[config.mk]
export PLATFORM = sky130hd
export DESIGN_NAME = jlps_param_set
export DESIGN_NICKNAME = d
export VERILOG_FILES = /design/src/inc/jlps_pkg.sv /design/src/logic/jlps_param_set.sv
export VERILOG_INCLUDE_DIRS = /design/src /design/src/inc
export SDC_FILE = /design/constraint.sdc
export NUM_CORES = 1
export LEC_CHECK = 0
export BUFFER_PORTS_ARGS = -buffer_cell sky130_fd_sc_hd__buf_2
export CORE_MARGIN = 8
export CORE_UTILIZATION = 50
export CTS_CLUSTER_DIAMETER = 120
export CTS_CLUSTER_SIZE = 16
export DETAILED_ROUTE_END_ITERATION = 8
export GPL_ROUTABILITY_DRIVEN = 0
export PLACE_DENSITY_LB_ADDON = 0.08
export SETUP_SLACK_MARGIN = 0.2
export SLEW_MARGIN = 20
export SYNTH_ARGS = -nofsm -noshare
export SYNTH_HDL_FRONTEND = slang
export SYNTH_SLANG_ARGS = --single-unit
[constraint.sdc]
create_clock -name clk -period 40.4 [get_ports clk]
set_input_delay 6.06 -clock clk [delete_from_list [all_inputs] [get_ports clk]]
set_output_delay 6.06 -clock clk [all_outputs]
set_load 0.02 [all_outputs]
[src/inc/jlps_defines.svh]
`ifndef JLPS_DEFINES_SVH
`define JLPS_DEFINES_SVH
`define JLPS_OFS_CTRL    8'h00
`define JLPS_OFS_MODE    8'h04
`define JLPS_OFS_KM1     8'h08
`define JLPS_OFS_DID     8'h0c
`define JLPS_OFS_STATUS  8'h10
`define JLPS_OFS_PARAMA  8'h14
`define JLPS_OFS_PARAMB  8'h18
`define JLPS_OFS_RATE    8'h1c
`define JLPS_OFS_CHKSUM  8'h20
`define JLPS_CTRL_EN     0
`define JLPS_CTRL_SCR    1
`define JLPS_RST_MODE    4'h0
`define JLPS_RST_KM1     8'h1f
`define JLPS_RST_DID     8'h00
`define JLPS_E_FIXED     4'h1
`define JLPS_JESDV       8'h01
`define JLPS_SUBCLASSV   8'h01
`define JLPS_ZERO_FIELD  8'h00
`define JLPS_BLK_OCTETS  12'h008
`define JLPS_MB_BLOCKS   12'h020
`define JLPS_ILAS_MF     11'h004
`endif

[src/inc/jlps_pkg.sv]
package jlps_pkg;
   typedef enum logic [1:0] {
      JLPS_OFF  = 2'b00,
      JLPS_CGS  = 2'b01,
      JLPS_ILAS = 2'b10,
      JLPS_DATA = 2'b11
   } jlps_link_state_t;
   typedef struct packed {
      logic       valid;
      logic       enc64;
      logic [3:0] n;
      logic [3:0] nprime;
      logic [3:0] lanes;
      logic [3:0] convs;
      logic [3:0] octets;
      logic [2:0] samples;
      logic [9:0] rate_x32;
   } jlps_mode_t;
endpackage

[src/logic/jlps_param_set.sv]
`timescale 1ns/1ps
`default_nettype none
`include "jlps_defines.svh"
module jlps_param_set #(
   parameter int MAX_LANES = 8
) (
   input  wire logic                   clk,
   input  wire logic                   reset_n,
   input  wire logic [7:0]             reg_addr,
   input  wire logic [31:0]            reg_wdata,
   input  wire logic                   reg_wr,
   input  wire logic                   reg_rd,
   output logic [31:0]                 reg_rdata,
   input  wire logic                   sync_req_n,
   output logic                        ilas_active,
   output logic                        cfg_insert,
   output logic                        data_active,
   output logic                        encoding_64b66b,
   output logic [9:0]                  serdes_rate_x32,
   output logic [8:0]                  frames_per_mf,
   output logic [MAX_LANES-1:0]        lane_enable,
   output logic [MAX_LANES*5-1:0]      lane_id,
   output logic [MAX_LANES*8-1:0]      lane_chksum
);
   typedef struct packed {
      logic                          link_en;
      logic                          scr_cfg;
      logic [3:0]                    link_operating_mode_select;
      logic [7:0]                    frames_per_multiframe_minus_one;
      logic [7:0]                    did_cfg;
      jlps_pkg::jlps_mode_t          act;
      logic [8:0]                    k;
      logic [7:0]                    did;
      logic                          scr;
      logic [MAX_LANES-1:0][7:0]     chk;
      logic [MAX_LANES-1:0]          lane_en;
      jlps_pkg::jlps_link_state_t    lst;
      logic [10:0]                   cnt;
      logic                          cfg_ins;
      logic [31:0]                   rdata;
   } jlps_state_t;

   jlps_state_t q;
   jlps_state_t d;

   function automatic jlps_pkg::jlps_mode_t jlps_decode(input logic [3:0] sel);
      jlps_pkg::jlps_mode_t m;
      m = '0;
      m.valid = 1'b1;
      unique case (sel)
         4'h0: m[33:0] = {1'b0, 4'h9, 4'hc, 4'h8, 4'h8, 4'h8, 3'h5, 10'h100};
         4'h1: m[33:0] = {1'b0, 4'h9, 4'hc, 4'h6, 4'h4, 4'h2, 3'h2, 10'h140};
         4'h2: m[33:0] = {1'b0, 4'h8, 4'h8, 4'h4, 4'h4, 4'h1, 3'h1, 10'h140};
         4'h3: m[33:0] = {1'b0, 4'h9, 4'ha, 4'h4, 4'h4, 4'h5, 3'h4, 10'h190};
         4'h4: m[33:0] = {1'b1, 4'h9, 4'hc, 4'h3, 4'h4, 4'h2, 3'h1, 10'h210};
         4'h5: m[33:0] = {1'b1, 4'h8, 4'h8, 4'h2, 4'h4, 4'h2, 3'h1, 10'h210};
         4'h6: m[33:0] = {1'b1, 4'h9, 4'hc, 4'h6, 4'h4, 4'h2, 3'h2, 10'h108};
         4'h7: m[33:0] = {1'b1, 4'h8, 4'h8, 4'h4, 4'h4, 4'h1, 3'h1, 10'h108};
         4'h8: m[33:0] = {1'b1, 4'h9, 4'hc, 4'h4, 4'h4, 4'h3, 3'h2, 10'h18c};
         4'h9: m[33:0] = {1'b0, 4'h8, 4'h8, 4'h8, 4'h4, 4'h1, 3'h2, 10'h0a0};
         4'ha: m[33:0] = {1'b0, 4'h9, 4'ha, 4'h8, 4'h8, 4'h5, 3'h4, 10'h0c8};
         4'he: m[33:0] = {1'b1, 4'h9, 4'hc, 4'h8, 4'h8, 4'h3, 3'h2, 10'h0c6};
         default: m = '0;
      endcase
      return m;
   endfunction

   logic [7:0]  base_sum;
   logic [11:0] k64;

   always_comb begin
      d = q;
      d.cfg_ins = 1'b0;
      d.rdata = '0;
      base_sum = '0;
      k64 = '0;
      if (reg_wr) begin
         unique case (reg_addr)
            `JLPS_OFS_CTRL: begin
               d.link_en = reg_wdata[`JLPS_CTRL_EN];
               d.scr_cfg = reg_wdata[`JLPS_CTRL_SCR];
            end
            `JLPS_OFS_MODE: d.link_operating_mode_select = reg_wdata[3:0];
            `JLPS_OFS_KM1: d.frames_per_multiframe_minus_one = reg_wdata[7:0];
            `JLPS_OFS_DID: d.did_cfg = reg_wdata[7:0];
            default: ;
         endcase
      end
      // Shadow set follows the user fields only while the link is down
      if (!q.link_en) begin
         d.act = jlps_decode(q.link_operating_mode_select);
         d.did = q.did_cfg;
         d.scr = q.scr_cfg;
         if (d.act.valid && d.act.enc64) begin
            k64 = (`JLPS_BLK_OCTETS * `JLPS_MB_BLOCKS * 12'(`JLPS_E_FIXED))
                  / 12'(d.act.octets);
            d.k = k64[8:0];
         end else begin
            d.k = 9'(q.frames_per_multiframe_minus_one) + 9'h001;
         end
         // Sum of the encoded octets; adjust, bank, CS, HD, CF, reserved are zero
         base_sum = d.did + 8'(d.scr) + 8'(d.act.lanes) - 8'h01
                  + 8'(d.act.octets) - 8'h01 + d.k[7:0] - 8'h01
                  + 8'(d.act.convs) - 8'h01 + 8'(d.act.n) - 8'h01
                  + 8'(d.act.nprime) - 8'h01 + 8'(d.act.samples) - 8'h01
                  + `JLPS_SUBCLASSV + `JLPS_JESDV + `JLPS_ZERO_FIELD;
         for (int i = 0; i < MAX_LANES; i++) begin
            d.chk[i] = base_sum + 8'(i);
            d.lane_en[i] = (i < int'(d.act.lanes));
         end
      end
      unique case (q.lst)
         jlps_pkg::JLPS_OFF: begin
            d.cnt = '0;
            if (q.link_en && q.act.valid) begin
               if (q.act.enc64) begin
                  d.lst = jlps_pkg::JLPS_DATA;
               end else if (!sync_req_n) begin
                  d.lst = jlps_pkg::JLPS_CGS;
               end
            end
         end
         jlps_pkg::JLPS_CGS: begin
            d.cnt = '0;
            if (sync_req_n) begin
               d.lst = jlps_pkg::JLPS_ILAS;
            end
         end
         jlps_pkg::JLPS_ILAS: begin
            d.cnt = q.cnt + 11'h001;
            // Parameter set rides in the second multiframe
            // Decided one frame early so the registered pulse lands on frame K
            // Suppressed when the sequence is cut by a sync request or disable
            d.cfg_ins = sync_req_n && q.link_en
                        && (q.cnt == 11'(q.k) - 11'h001);
            if (!sync_req_n) begin
               d.lst = jlps_pkg::JLPS_CGS;
            end else if (q.cnt == `JLPS_ILAS_MF * 11'(q.k) - 11'h001) begin
               d.lst = jlps_pkg::JLPS_DATA;
            end
         end
         jlps_pkg::JLPS_DATA: begin
            d.cnt = '0;
            if (!q.act.enc64 && !sync_req_n) begin
               d.lst = jlps_pkg::JLPS_CGS;
            end
         end
      endcase
      if (!q.link_en) begin
         d.lst = jlps_pkg::JLPS_OFF;
      end
      if (reg_rd) begin
         unique case (reg_addr)
            `JLPS_OFS_CTRL: d.rdata = {30'h0, q.scr_cfg, q.link_en};
            `JLPS_OFS_MODE: d.rdata = {28'h0, q.link_operating_mode_select};
            `JLPS_OFS_KM1: d.rdata = {24'h0, q.frames_per_multiframe_minus_one};
            `JLPS_OFS_DID: d.rdata = {24'h0, q.did_cfg};
            `JLPS_OFS_STATUS:
               d.rdata = {20'h0, q.act.lanes, 3'h0, q.act.enc64, q.lst,
                          1'b0, ~q.act.valid};
            `JLPS_OFS_PARAMA:
               d.rdata = {q.act.convs, q.act.lanes, q.act.octets, 1'b0,
                          q.act.samples, q.act.nprime, q.act.n, q.did};
            `JLPS_OFS_PARAMB:
               d.rdata = {15'h0, q.scr, `JLPS_E_FIXED, 3'h0, q.k};
            `JLPS_OFS_RATE: d.rdata = {22'h0, q.act.rate_x32};
            `JLPS_OFS_CHKSUM: d.rdata = {24'h0, q.chk[0]};
            default: d.rdata = '0;
         endcase
      end
   end

   always_ff @(posedge clk or negedge reset_n) begin
      if (!reset_n) begin
         q <= '0;
         q.link_operating_mode_select <= `JLPS_RST_MODE;
         q.frames_per_multiframe_minus_one <= `JLPS_RST_KM1;
         q.did_cfg <= `JLPS_RST_DID;
         q.lst <= jlps_pkg::JLPS_OFF;
      end else begin
         q <= d;
      end
   end

   assign reg_rdata = q.rdata;
   assign ilas_active = (q.lst == jlps_pkg::JLPS_ILAS);
   assign cfg_insert = q.cfg_ins;
   assign data_active = (q.lst == jlps_pkg::JLPS_DATA);
   assign encoding_64b66b = q.act.enc64;
   assign serdes_rate_x32 = q.act.rate_x32;
   assign frames_per_mf = q.k;
   assign lane_enable = q.lane_en;

   for (genvar g = 0; g < MAX_LANES; g++) begin : g_lane
      assign lane_id[g*5 +: 5] = 5'(g);
      assign lane_chksum[g*8 +: 8] = q.chk[g];
   end
endmodule
`default_nettype wire

==> results.yml <==
clock_tree:
  root_buffer: "clkbuf_16"
  cts_tree: "done"
  post_cts_buffers: 0
  cts_sinks: 170
  cts_max_path_buffers: 2
  cts.reportedPaths.clkPinSlew_ns: 0.07
  clk_latency_ns: 0.43
  cts_resized: 0
  hold_buffers: 0
  htreeDepth: 4
  numCtsBuffers: 17
synthesis:
  yosys_warnings: 0
  netlist_top_cells_count: "buf_4, dfrtp_1, nand2_1"
  async_flop_share: 1.00
  ys_top_cells_by_area: "dfrtp_1, buf_4, ha_1"
  synth_cells: 1495
  synth_cell_types: 105
  ys.flop_type: "dfrtp_1"
  yosysMostFrequentCell: "buf_4"
  ys_ff_latch: 170
  avgSynthCellArea_sq_um: 8.89
  synth_top_area_frac: 0.311
  ys_seq_area_frac: 0.321
  synth_edf_count: 0
  syn_area_sq_mm: 0.0133
  synth_top_area_cell: "dfrtp_1"
drt:
  antenna_left: 0
  top_layer: "met5"
  dr_wl_met2_um: 16100
  first_pass_iters: 6
  wl_met3_um: 2130
  vias: 10300
  via_per_inst: 5.62
  routedLengthMet1_um: 16200
  wire_per_inst_um: 19.0
  routed_wirelength_um: 35000
  drc_errors: 0
  drtIter0Drc: 889
floorplanning:
  die_width_um: 179
  dieArea_sq_mm: 0.0320
  row_count: 59
  core_area_sq_mm: 0.0261
  die_h_um: 179
  num_io_pins: 212
  initial_core_util: 0.510
sta:
  holdWs_ns: 0.476
  setup_violations: 0
  slew_headroom: 0.263
  fmax_ghz: 0.0420
  fin_crit_ns: 23.82
  finalCritPeriodShare: 0.590
  rsz0062_at_grt: "false"
  hold_viol_final: 0
  final.setup.tns_ns: 0
  final_max_slew_viol_count: 0
  fin_skew_ns: 0.0123
  tightestPinTransition_ns: 1.10
worst_setup_path:
  cp-start-kind: "flip-flop"
  crit_top_cell: "ha_1"
  critPathTopFamily: "simple AND/OR/NAND/NOR gates"
  critPathBufInv: 5
  end_kind: "flip-flop"
  crit_arrival_ns: 24.09
  r2r_slack_ns: 16.58
  critPathRequiredTime_ns: 40.67
  max_stage_delay_ns: 0.75
  cp_slowest_cell: "a222oi_1"
  worstPathMaxFanout: 30
  crit_type: "flip-flop to flip-flop"
cells_and_area:
  diodes: 0
  nNetsFinal: 1609
  fill_cells: 2438
  area_growth_pct: 3.88
  drive_above_1_share: 0.197
power:
  peakVddDrop_mv: 0.0831
  powerDensity_mw_per_mm2: 101
  p_leak_nw: 6.30
placement:
  port_buffers: 143
  dpl.hpwl_um: 26600
global_routing:
  track_usage: 0.216
  overflow: 0
  grt_pass1_vias: 9924
  grt_pass1_wl_um: 55100
  grt_max_degree: 113
  antenna_found_initial: 2
hold_path:
  hold_class: "flip-flop to flip-flop"
run_status:
  status: "complete, no violations"
flow_run:
  cap_violations: 0
## worst reg2reg max path, delay by kind of cell, from the launching register on
family	cells	cell delay, ns
simple gates	32	7.52
compound gates	32	7.15
fa+ha+maj	15	5.12
mux	5	1.37
buf+inv	5	1.21
xor+xnor	2	0.82
flops	1	0.49
## logic make-up (layout without fill, tap and decap cells)
kind of cell    count (synthesis)  after routing  synth area share
flops                         170            170             0.321
buf+inv                       298            260             0.133
xor+xnor                       97             97            0.0640
compound gates                340            340             0.175
simple gates                  444            444             0.170
other cells                     2             45          0.000565
mux                            68             68            0.0563
fa+ha+maj                      76             76            0.0806
## worst paths after layout
check                                start              end  cells past startpoint
max                                 q[187]  lane_chksum[46]                     91
min                        lane_chksum[42]  lane_chksum[42]                      1
max reg2reg                         q[187]  lane_chksum[46]                     91
min reg2reg                lane_chksum[42]  lane_chksum[42]                      1
max in group asynchronous          reset_n           q[192]                      2
min in group asynchronous          reset_n  lane_chksum[46]                      1
## per-layer routing
layer,vias to the layer above,track usage
met5,-,0
met4,4,0.0462
met3,37,0.0356
met2,289,0.355
met1,4973,0.294
li1,5009,-
## flip-flops by register name, indices dropped and copies added (netlist names)
signal,cells
cfg_insert,1
encoding_64b66b,1
frames_per_mf,9
lane_chksum,54
lane_enable,7
q,61
reg_rdata,28
serdes_rate_x32,9
## power by group
part	internal [mW]	switching [mW]
Combinational	0.387	0.589
Sequential	0.227	0.0278
Clock	0.0929	0.0739
Total	0.707	0.690
## through the flow
step | setup slack (ns) | instances | util | instance area, sq um | power, mW
finish | 16.58 | 1835 | 0.530 | 13800 | 1.40
global placement | 17.14 | 1804 | 0.507 | 13200 | 1.22
global route | 14.96 | 1835 | 0.530 | 13800 | 1.52
detailed placement | 16.92 | 1804 | 0.507 | 13200 | 1.23
CTS | 16.80 | 1835 | 0.530 | 13800 | 1.40
floorplan | 20.28 | 1538 | - | 13400 | 1.06
## cell usage in the layout (no fill, tap or decap), types with 5 or more instances in the layout
master	n
a211oi_1	11
a21o_1	22
a21oi_1	70
a221oi_1	9
a222oi_1	7
a31oi_1	9
and2_1	13
and3_1	28
buf_2	142
buf_4	17
clkbuf_16	17
conb_1	45
dfrtp_1	164
dfstp_2	5
fa_1	16
ha_1	60
inv_1	65
mux2_2	45
mux2i_1	20
nand2_1	141
nand2b_1	18
nand3_1	22
nand4_1	12
nor2_1	93
nor2b_1	23
nor3_1	28
nor4_1	11
o2111ai_1	5
o211ai_1	5
o21a_1	10
o21ai_0	108
o22ai_1	6
o31ai_1	10
or2_2	8
or3_1	11
xnor2_1	59
xor2_1	38
## layout make-up
cell class | count | area [sq um] | area share
sequential | 170 | 4260 | 0.309
multi-input combinational | 1070 | 7420 | 0.537
clock inverter | 13 | 160 | 0.0116
tap | 335 | 419 | 0.0304
timing repair buffer | 160 | 850 | 0.0616
clock buffer | 18 | 429 | 0.0311
inverter | 69 | 262 | 0.0190
Power figures use the tool's default switching activity.
